`config.mk`:
```
export PLATFORM = sky130hd
export DESIGN_NAME = txcb_bank
export DESIGN_NICKNAME = d
export VERILOG_FILES = /design/src/hw/txcb_bank.v
export VERILOG_INCLUDE_DIRS = /design/src /design/src/hw
export SDC_FILE = /design/constraint.sdc
export NUM_CORES = 1
export LEC_CHECK = 0
export ABC_AREA = 1
export BUFFER_PORTS_ARGS = -buffer_cell sky130_fd_sc_hd__buf_2
export CORE_MARGIN = 4
export CORE_UTILIZATION = 45
export DETAILED_ROUTE_END_ITERATION = 12
export GPL_ROUTABILITY_DRIVEN = 0
export PLACE_DENSITY_LB_ADDON = 0.12
export SETUP_SLACK_MARGIN = 0.1
export SLEW_MARGIN = 20
export SYNTH_ARGS = -nofsm -noshare
export SYNTH_HDL_FRONTEND = slang
export SYNTH_SLANG_ARGS = --single-unit
```
`constraint.sdc`:
```
create_clock -name mclk -period 8.3 [get_ports mclk]
set_input_delay 0.83 -clock mclk [delete_from_list [all_inputs] [get_ports mclk]]
set_output_delay 0.83 -clock mclk [all_outputs]
set_load 0.01 [all_outputs]
```
`src/hw/txcb_defines.vh`:
```
// Constants of the transmitter control and status bank.
// Assumes inclusion by its bare name from the design file only.
`ifndef TXCB_DEFINES_VH
`define TXCB_DEFINES_VH

// ----------------------------------------------------------------
// Register offsets
// ----------------------------------------------------------------
`define TXCB_ADDR_CTRL      8'h00
`define TXCB_ADDR_STATUS    8'h01
`define TXCB_ADDR_CFG       8'h02
`define TXCB_ADDR_CWDIV     8'h03
`define TXCB_ADDR_TR_SWITCH_DELAY_SEL     8'h04

// ----------------------------------------------------------------
// Control register fields
// ----------------------------------------------------------------
`define TXCB_CTL_BUF_SRC    0
`define TXCB_CTL_BUF_EN     1
`define TXCB_CTL_PLL_SRC    2
`define TXCB_CTL_PLL_EN     3
`define TXCB_CTL_BC_SRC     4
`define TXCB_CTL_BC_EN      5
`define TXCB_CTL_SRST       6
`define TXCB_CTL_EOT_TIMING_SEL       7

// ----------------------------------------------------------------
// Status register fields
// ----------------------------------------------------------------
`define TXCB_ST_OT          0
`define TXCB_ST_UV_LO       1
`define TXCB_ST_UV_HI       3
`define TXCB_ST_EOT         4
`define TXCB_ST_LOCK        5

// ----------------------------------------------------------------
// Configuration register fields
// ----------------------------------------------------------------
`define TXCB_CFG_MUL_LO     0
`define TXCB_CFG_MUL_HI     2
`define TXCB_CFG_RON        3
`define TXCB_CFG_BOC_LO     4
`define TXCB_CFG_BOC_HI     5

// ----------------------------------------------------------------
// Widths and reset values
// ----------------------------------------------------------------
`define TXCB_NCH            16
`define TXCB_NRAIL          3
`define TXCB_TR_SWITCH_DELAY_SEL_W        5
`define TXCB_RST_BYTE       8'h00
`define TXCB_MUL_BYPASS     3'h1

`endif
```
`src/hw/txcb_bank.v`:
```
// Control and status bit bank of a 16-channel transmitter, with the
// pin/register source selection, CW divider and fault flag logic.
// Assumes an I2C slave engine on mclk drives the byte access port
// and that analog/pin inputs are asynchronous to mclk.
//
// What this block does
// RULE1: Buffer enable comes from pin when select is 0, register bit when 1.
// RULE2: The unselected buffer-enable source has no effect at all.
// RULE3: PLL enable comes from pin at select 0, register bit at 1.
// RULE4: Broadcast mode comes from pin at select 0, register bit at 1.
// RULE5: Clock multiplier applies only when PLL enabled and locked, else x1.
// RULE6: CW output frequency is internal clock over two times divisor.
// RULE7: CW divisor resets to zero; zero holds transmit outputs high impedance.
// RULE8: With CW pin high, divisor loads into channel counters before trigger rise.
// RULE9: A channel CW counter decrements only after its beamform delay elapsed.
// RULE10: One on-resistance bit for all channels: 0 is 30 ohm, 1 is 45.
// RULE11: Two-bit B-mode current select shared by all channels.
// RULE12: Overtemperature flag sets on overtemperature, clears on status read.
// RULE13: Persisting overtemperature drives fault low again at next enable rise.
// RULE14: Per-rail undervoltage flags behave like the overtemperature flag.
// RULE15: Master reads status after power-on to clear stale flags.
// RULE16: Five-bit T/R switch delay select picks 8 to 288 clock periods.
// RULE17: Soft-reset bit resets the control, config, divisor and T/R registers like hardware reset, keeps status flags, self-clears.
// RULE18: End-of-transmit mode 0 starts return-to-zero period when channels finish.
// RULE19: Mode 1 starts it when end-transmit input high and channels finished.
// RULE20: Read-only done status is 1 only when all 16 channels finished.
// RULE21: Read-only lock status mirrors PLL lock.
// RULE22: Every control and status bit resets to zero.
// RULE23: Master reads via pointer write, repeated start, one-byte read.
// RULE24: Writes update only named control bits; status bits ignore writes.
`timescale 1ns/1ps
`include "txcb_defines.vh"
`default_nettype none

module txcb_bank (
    input  wire        mclk,
    input  wire        rst,
    // Byte access port from the I2C slave engine
    input  wire        reg_wr,
    input  wire        reg_rd,
    input  wire [7:0]  reg_addr,
    input  wire [7:0]  reg_wdata,
    output reg  [7:0]  reg_rdata,
    output reg         reg_rvalid,
    // Asynchronous pins and analog status
    input  wire        buf_enable_pin,
    input  wire        pll_enable_pin,
    input  wire        bcast_pin,
    input  wire        pll_locked,
    input  wire        overtemp_in,
    input  wire [2:0]  undervolt_in,
    input  wire        enable_in,
    input  wire        cw_pin,
    input  wire        tx_trigger,
    input  wire        end_tx_input,
    input  wire [15:0] ch_done,
    input  wire [15:0] delay_done,
    // Resolved controls
    output wire        buf_enable,
    output wire        pll_enable,
    output wire        bcast_mode,
    output reg  [2:0]  clk_mult_eff,
    output wire        cw_ron_sel,
    output wire [1:0]  bmode_current_sel,
    output wire [4:0]  tr_switch_delay_sel,
    output reg         tx_hiz,
    output reg  [15:0] cw_wave,
    output reg         fault_out_n,
    output reg         return_zero_start,
    output reg         soft_reset_pulse
);

    // ------------------------------------------------------------
    // Input synchronisers
    // ------------------------------------------------------------
    localparam SW = 44;
    wire [SW-1:0] async_in = {buf_enable_pin, pll_enable_pin, bcast_pin,
                              pll_locked, overtemp_in, undervolt_in,
                              enable_in, cw_pin, tx_trigger, end_tx_input,
                              ch_done, delay_done};
    reg  [SW-1:0] sync1_q;
    reg  [SW-1:0] sync2_q;

    always @(posedge mclk or posedge rst) begin
        if (rst) begin
            sync1_q <= {SW{1'b0}};
            sync2_q <= {SW{1'b0}};
        end else begin
            sync1_q <= async_in;
            sync2_q <= sync1_q;
        end
    end

    wire        s_buf_pin  = sync2_q[43];
    wire        s_pll_pin  = sync2_q[42];
    wire        s_bc_pin   = sync2_q[41];
    wire        s_locked   = sync2_q[40];
    wire        s_ot       = sync2_q[39];
    wire [2:0]  s_uv       = sync2_q[38:36];
    wire        s_en       = sync2_q[35];
    wire        s_cw       = sync2_q[34];
    wire        s_trig     = sync2_q[33];
    wire        s_eti      = sync2_q[32];
    wire [15:0] s_done     = sync2_q[31:16];
    wire [15:0] s_dly      = sync2_q[15:0];

    // ------------------------------------------------------------
    // Helpers
    // ------------------------------------------------------------
    // Register bit when the source select is set, else the pin
    function txcb_pick;
        input sel;
        input reg_bit;
        input pin_val;
        begin
            txcb_pick = sel ? reg_bit : pin_val;
        end
    endfunction

    // A zero divisor parks the transmit outputs
    function txcb_is_zero;
        input [7:0] value;
        begin
            txcb_is_zero = (value == 8'h00);
        end
    endfunction

    // ------------------------------------------------------------
    // Software registers
    // ------------------------------------------------------------
    reg [7:0] ctrl_q;
    reg [7:0] cfg_q;
    reg [7:0] cw_divisor_q;
    reg [4:0] tr_switch_delay_sel_q;
    reg       ot_flag_q;
    reg [2:0] uv_flag_q;
    reg       en_q;
    reg       ot_q;
    reg [2:0] uv_q;
    reg       eot_arm_q;

    // Soft reset is applied one cycle after the write as a sync clear
    wire srst = soft_reset_pulse;
    wire wr_ctrl   = reg_wr && (reg_addr == `TXCB_ADDR_CTRL);
    wire rd_status = reg_rd && (reg_addr == `TXCB_ADDR_STATUS);
    wire en_rise   = s_en && !en_q;
    wire all_done  = &s_done;

    wire [7:0] status_byte;
    assign status_byte = {2'b00, s_locked, all_done,                 // [RULE20] [RULE21]
                          uv_flag_q, ot_flag_q};

    always @(posedge mclk or posedge rst) begin
        if (rst) begin
            ctrl_q           <= `TXCB_RST_BYTE;                       // [RULE22]
            cfg_q            <= `TXCB_RST_BYTE;
            cw_divisor_q     <= `TXCB_RST_BYTE;                       // [RULE7]
            tr_switch_delay_sel_q          <= 5'h00;
            soft_reset_pulse <= 1'b0;
        end else if (srst) begin
            ctrl_q           <= `TXCB_RST_BYTE;                       // [RULE17]
            cfg_q            <= `TXCB_RST_BYTE;
            cw_divisor_q     <= `TXCB_RST_BYTE;
            tr_switch_delay_sel_q          <= 5'h00;
            soft_reset_pulse <= 1'b0;
        end else begin
            soft_reset_pulse <= wr_ctrl && reg_wdata[`TXCB_CTL_SRST]; // [RULE17]
            if (reg_wr) begin
                case (reg_addr)                                       // [RULE24]
                    `TXCB_ADDR_CTRL:
                        ctrl_q <= reg_wdata & 8'hbf;  // Reset bit never stored
                    `TXCB_ADDR_CFG:
                        cfg_q <= reg_wdata & 8'h3f;
                    `TXCB_ADDR_CWDIV:
                        cw_divisor_q <= reg_wdata;
                    `TXCB_ADDR_TR_SWITCH_DELAY_SEL:
                        tr_switch_delay_sel_q <= reg_wdata[4:0];
                    default: ;
                endcase
            end
        end
    end

    // ------------------------------------------------------------
    // Read port
    // ------------------------------------------------------------
    always @(posedge mclk or posedge rst) begin
        if (rst) begin
            reg_rdata  <= 8'h00;
            reg_rvalid <= 1'b0;
        end else begin
            reg_rvalid <= reg_rd;
            if (reg_rd) begin
                case (reg_addr)
                    `TXCB_ADDR_CTRL:   reg_rdata <= ctrl_q;
                    `TXCB_ADDR_STATUS: reg_rdata <= status_byte;
                    `TXCB_ADDR_CFG:    reg_rdata <= cfg_q;
                    `TXCB_ADDR_CWDIV:  reg_rdata <= cw_divisor_q;
                    `TXCB_ADDR_TR_SWITCH_DELAY_SEL:  reg_rdata <= {3'b000, tr_switch_delay_sel_q};
                    default:           reg_rdata <= 8'h00;
                endcase
            end
        end
    end

    // ------------------------------------------------------------
    // Source selection and shared settings
    // ------------------------------------------------------------
    assign buf_enable = txcb_pick(ctrl_q[`TXCB_CTL_BUF_SRC],  // [RULE1]
        ctrl_q[`TXCB_CTL_BUF_EN], s_buf_pin);                 // [RULE2]
    assign pll_enable = txcb_pick(ctrl_q[`TXCB_CTL_PLL_SRC],  // [RULE3]
        ctrl_q[`TXCB_CTL_PLL_EN], s_pll_pin);
    assign bcast_mode = txcb_pick(ctrl_q[`TXCB_CTL_BC_SRC],   // [RULE4]
        ctrl_q[`TXCB_CTL_BC_EN], s_bc_pin);
    assign cw_ron_sel = cfg_q[`TXCB_CFG_RON];                         // [RULE10]
    assign bmode_current_sel =
        cfg_q[`TXCB_CFG_BOC_HI:`TXCB_CFG_BOC_LO];                     // [RULE11]
    assign tr_switch_delay_sel = tr_switch_delay_sel_q;                                  // [RULE16]

    always @(posedge mclk or posedge rst) begin
        if (rst) begin
            clk_mult_eff <= `TXCB_MUL_BYPASS;
            tx_hiz       <= 1'b1;
        end else begin
            // Unlocked PLL falls back to the reference clock
            clk_mult_eff <= (pll_enable && s_locked) ?                // [RULE5]
                            cfg_q[`TXCB_CFG_MUL_HI:`TXCB_CFG_MUL_LO] :
                            `TXCB_MUL_BYPASS;
            tx_hiz       <= txcb_is_zero(cw_divisor_q);               // [RULE7]
        end
    end

    // ------------------------------------------------------------
    // Fault flags
    // ------------------------------------------------------------
    // Set on a new condition, or on enable rise while it persists.
    // A set in the clearing cycle wins over the read.
    wire       ot_set = s_ot && (!ot_q || en_rise);                   // [RULE13]
    wire [2:0] uv_set = s_uv & (~uv_q | {3{en_rise}});                // [RULE14]

    always @(posedge mclk or posedge rst) begin
        if (rst) begin
            ot_flag_q   <= 1'b0;
            uv_flag_q   <= 3'b000;
            en_q        <= 1'b0;
            ot_q        <= 1'b0;
            uv_q        <= 3'b000;
            fault_out_n <= 1'b1;
        end else begin
            en_q <= s_en;
            ot_q <= s_ot;
            uv_q <= s_uv;
            ot_flag_q <= ot_set | (ot_flag_q & ~rd_status);           // [RULE12]
            uv_flag_q <= uv_set | (uv_flag_q & {3{~rd_status}});      // [RULE14]
            fault_out_n <= ~(ot_set | (|uv_set) |
                             ((ot_flag_q | (|uv_flag_q)) & ~rd_status));
        end
    end

    // ------------------------------------------------------------
    // End of transmit
    // ------------------------------------------------------------
    wire eot_cond = ctrl_q[`TXCB_CTL_EOT_TIMING_SEL] ? (all_done && s_eti)      // [RULE19]
                                           : all_done;                // [RULE18]

    always @(posedge mclk or posedge rst) begin
        if (rst) begin
            eot_arm_q         <= 1'b0;
            return_zero_start <= 1'b0;
        end else begin
            eot_arm_q         <= eot_cond;
            return_zero_start <= eot_cond && !eot_arm_q;
        end
    end

    // ------------------------------------------------------------
    // Per-channel CW dividers
    // ------------------------------------------------------------
    // Half period is the divisor, so a full period is twice it.
    reg [7:0] cw_cnt_q [0:15];
    integer   ch;

    always @(posedge mclk or posedge rst) begin
        if (rst) begin
            cw_wave <= 16'h0000;
            for (ch = 0; ch < `TXCB_NCH; ch = ch + 1)
                cw_cnt_q[ch] <= 8'h00;
        end else begin
            for (ch = 0; ch < `TXCB_NCH; ch = ch + 1) begin
                if (s_cw && !s_trig) begin
                    cw_cnt_q[ch] <= cw_divisor_q;                     // [RULE8]
                    cw_wave[ch]  <= 1'b0;
                end else if (s_cw && s_dly[ch] &&                     // [RULE9]
                             !txcb_is_zero(cw_divisor_q)) begin
                    if (cw_cnt_q[ch] <= 8'h01) begin
                        cw_cnt_q[ch] <= cw_divisor_q;                 // [RULE6]
                        cw_wave[ch]  <= ~cw_wave[ch];
                    end else begin
                        cw_cnt_q[ch] <= cw_cnt_q[ch] - 8'h01;
                    end
                end
            end
        end
    end

endmodule // txcb_bank

`default_nettype wire

```
Word-level counts from Yosys, hierarchy flattened
Index checks and enable logic that the tools add are counted.
Cells by class
  add/sub/neg operators: 16
  magnitude comparators: 16
  equality and inequality tests: 4
  mux-type cells: 115
  bitwise logic cells: 29
  reductions and logical operators: 109
Operators by type and width (count)
  $mux 8: 57
  $le 8x1->1 const B: 16
  $sub 8x1->8 const B: 16
  $reduce_bool 2->1: 37
  $mux 1: 53
  $logic_and 1x1->1: 41
  $pmux 8 s5: 1
  $reduce_and 2->1: 20
  $not 1->1: 18
  $eq 8x2->1 const B: 2
  $logic_not 8->1: 2
  $reduce_and 16->1: 1
  $mux 5: 3
  $eq 8x1->1 const B: 1
  $eq 8x3->1 const B: 1
  $and 3x3->3: 2
  $or 3x3->3: 2
  $reduce_or 3->1: 2
  $logic_not 1->1: 5
  $or 1x1->1: 4
  $mux 3: 1
  $not 3->3: 1
  $and 1x1->1: 2
  $logic_or 1x1->1: 1
Word-level totals
  bits in registers: 287
  input port bits: 64
  output and inout bits: 43
  logic and storage cells: 340

Longest topological paths before layout
  depth after elaboration: 8
  gate-level depth with buffers: 11
  mapped depth without buffers: 10

Least setup slack after synthesis
Ideal clock, no wire load.
  path kind: input to register
  start point: in reg_rd
  end point: reg ot_flag_q
  library setup time: 142 ps
  arrival time: 1753 ps
  data required time: 8158 ps
  slack: 6404 ps
  stages on the path: 4
  path buffers: 1
  cell sequence: buf_2 > clkinv_1 > nor4_1 > o21ai_0
Between the ends
  longest elaborated chain between the ends: 4
Ends and longest elaborated chain
  start, declared: RTL line txcb_bank.v:40  | input wire reg_rd,
  $logic_and 1x1->1: RTL line txcb_bank.v:145  | wire rd_status = reg_rd && (reg_addr == `TXCB_ADDR_STATUS);
  $not 1->1: RTL line txcb_bank.v:253  | ot_flag_q <= ot_set | (ot_flag_q & ~rd_status);
  $and 1x1->1: RTL line txcb_bank.v:253
  $or 1x1->1: RTL line txcb_bank.v:253
  end signal, assigned: RTL line txcb_bank.v:253
  end, declared: RTL line txcb_bank.v:135  | reg ot_flag_q;
No other way between the ends.
A chain may end at the register's enable or synchronous reset.

Worst setup path in the final report
  start point: reg sync2_q[34]
  end point: reg cw_cnt_q[17] (netlist bit)
Between the ends
  longest elaborated chain between the ends: 3
Ends and longest elaborated chain
  start, declared: RTL line txcb_bank.v:82  | reg [SW-1:0] sync2_q;
  start signal, assigned: RTL line txcb_bank.v:87  | sync2_q <= {SW{1'b0}};
  start signal, assigned: RTL line txcb_bank.v:90  | sync2_q <= sync1_q;
  $logic_and 1x1->1 (2 in a row): RTL line txcb_bank.v:293  | end else if (s_cw && s_dly[ch] &&
  $reduce_bool 2->1 (no source line)
  end signal, assigned by index: RTL line txcb_bank.v:291  | cw_cnt_q[ch] <= cw_divisor_q;
  end signal, assigned by index: RTL line txcb_bank.v:296  | cw_cnt_q[ch] <= cw_divisor_q;
  end signal, assigned by index: RTL line txcb_bank.v:299  | cw_cnt_q[ch] <= cw_cnt_q[ch] - 8'h01;
  end, declared: RTL line txcb_bank.v:280  | reg [7:0] cw_cnt_q [0:15];
Several ways; a longest one is shown, not always the timed one.

==> results.ini <==
[synth]
syn_area_um2=14880
ys_types=42
synth_top_family_by_area=simple AND/OR/NAND/NOR gates
synthAdderAreaFrac=0.02690
avgSynthCellArea_um2=7.833
ys_seq_area_frac=0.4778
synthSimpleGateAreaFrac=0.3435
synthArstFlopShare=1.000
ys.flop_type=dfrtp_1
synth_edf_count=0
synth_warnings=0
synth_compound_area_frac=0.06415
syn_inst=1900
ys_ff_latch=284
synth_xor_area_frac=0.02531
synthMuxAreaShare=0.0007567
synth_nets=1996

[floorplan]
die_area_um2=36040
start_util=0.4562
rows=66
die_w_um=189.9
core-area_um2=32620
ios=107
die_h_um=189.9

[clocking]
clockBufferDepth=3
htreeDepth=2
clk_pin_slew_ns=0.06
numCtsBuffers=34
clkSinkCount=284
clockRootBuffer=clkbuf_16
post_cts_buffers=0
clk_latency_ns=0.53
ctsResizeCount=0
cts_tree=yes
hold_buffers=0

[setup_path]
reg2reg_slack_ns=5.49
crit_required_ns=8.71
worstPathArrival_ns=3.22
cp-end-kind=flop
criticalPathCategory=flop to flop
cp_max_fo=58
reg2reg_depth=9
r2r_end=cw_cnt_q[17]
start_kind=flop
worstReg2RegStart=sync2_q[34]

[power_and_ir_drop]
ir_drop_uv=191.8
p_leak_nw=8.620
p_per_area_nw_per_um2=338.3

[route]
drtPass1Iterations=6
wl_per_cell_um=14.81
drt-initial-drc-count=701
drt-vias-per-instance=5.105
ant_nets=0
wirelength_um=36510
drc=0
via_count=12590

[timing]
max-slew-margin-rel=0.2651
max_freq_mhz=356.4
rsz0062_at_grt=no
worstMarginPinSlew_ns=1.101
hold_viol=0
clock_skew_ns=0.01829
fin_tns_setup_ns=0
setup_viol=0
post-route-min-period_ns=2.806
drv_slew=0
timing.final.crit_share=0.3381
holdWs_ns=0.3441

[grt]
grt_util_all_layers=0.2035
antenna_found_initial=0
grt_max_degree=139
grt_pass1_wl_um=60860
grt-ovfl-total=0
grt_pass1_vias=12090

[hold_path]
hold_path_class=flop to flop
hp-start=sync1_q[0]
whs_endpoint=sync2_q[0]
worstHoldPathCells=0

[cells_and_area]
drive_gt1_frac=0.1176
diodes=0
nets=2094
synthToLayoutAreaGrowth_pct=13.23
finalCoreUtilization=0.5166
fillers=3140

[run]
maxCapViolCount=0

[status]
status=finished, final reports clean

[placed_design]
dpl.hpwl_um=23150
portBuffers=106

[layout by cell type, fill, tap and decap left out, types with 10 or more instances in the layout]
cell type and n:
a21oi_1 10, buf_2 106, clkbuf_16 35, dfrtp_1 281, ha_1 32, inv_1 140, nand2_1 627, nand3_1 342
nand4_1 17, nor2_1 157, o21ai_0 104, o21ai_2 11, o21bai_4 10, xnor2_1 16, xor2_1 27
[critical path, cell delays in order, from the launching register on]
cell,delay (ns)
dfrtp_1,0.66
inv_2,0.18
nor2_4,0.05
inv_4,0.39
buf_4,0.70
o21ai_2,0.32
nand2_1,0.13
o21ai_0,0.09
nand2_1,0.08
nand2_1,0.05
[how the worst max path moves through the flow]
stage	start	end	slack [ns]	cells past startpoint
2_1_floorplan	rst	cfg_q[0]	3.71	1
5_1_grt	sync2_q[34]	cw_cnt_q[17]	5.27	9
3_3_place_gp	rst	cw_cnt_q[82]	5.31	4
6_report	sync2_q[34]	cw_cnt_q[17]	5.49	9
4_1_cts	sync2_q[34]	cw_cnt_q[17]	5.47	9
3_5_place_dp	rst	cw_divisor_q[6]	5.28	4
[layer usage]
metal	global-route usage	part of all wire
met1	0.2814	0.47
met2	0.3340	0.46
met3	0.03817	0.053
met4	0.05008	0.020
met5	0	0
[power by group]
part / switching [mW] / internal (mW)
clock network: 0.590 / 0.884
logic: 1.32 / 0.811
registers: 0.349 / 1.74
[area by class of cell]
type | instances | area (um2) | share of cell area
sequential | 284 | 7111 | 0.4220
timing repair buffer | 115 | 610.6 | 0.03623
tap | 442 | 553.0 | 0.03282
clock buffer | 52 | 1020 | 0.06051
multi-input combinational | 1409 | 6862 | 0.4072
inverter | 154 | 593.1 | 0.03519
clock inverter | 10 | 102.6 | 0.006088
[synthesized netlist by cell type, types with 16 or more instances]
| cell | n | area share |
|---|---|---|
| nor2_1 | 157 | 0.040 |
| nand2_1 | 627 | 0.16 |
| xor2_1 | 27 | 0.016 |
| dfrtp_1 | 281 | 0.47 |
| o21ai_0 | 104 | 0.035 |
| ha_1 | 32 | 0.027 |
| inv_1 | 141 | 0.036 |
| xnor2_1 | 16 | 0.0094 |
| buf_2 | 21 | 0.0071 |
| clkbuf_1 | 18 | 0.0045 |
| nand4_1 | 17 | 0.0071 |
| nand3_1 | 342 | 0.12 |
[registers in the layout (all words and copies together), names as in the netlist, 5 cells and up]
| signal | count |
|---|---|
| cw_cnt_q | 128 |
| sync1_q | 44 |
| sync2_q | 44 |
| cw_wave | 16 |
| cw_divisor_q | 8 |
| reg_rdata | 8 |
| ctrl_q | 7 |
| cfg_q | 6 |
| tr_switch_delay_sel | 5 |
[cell families (layout without fill, tap and decap cells)]
group | Yosys count | after routing
compound gates | 146 | 146
xor+xnor | 43 | 43
fa+ha+maj | 32 | 32
buf+inv | 207 | 331
flops | 284 | 284
mux | 1 | 1
simple gates | 1187 | 1187
[per-stage QoR]
step / power, mW / cell area (um2) / cells / worst slack [ns]
after global placement: 4.191 / 15720 / 2404 / 5.311
after floorplan: 3.779 / 14890 / 1900 / 3.709
after detailed placement: 4.250 / 15720 / 2404 / 5.282
after global routing: 6.224 / 16850 / 2466 / 5.270
final: 5.700 / 16850 / 2466 / 5.494
after CTS: 5.751 / 16840 / 2466 / 5.472
Power figures use the tool's default switching activity.
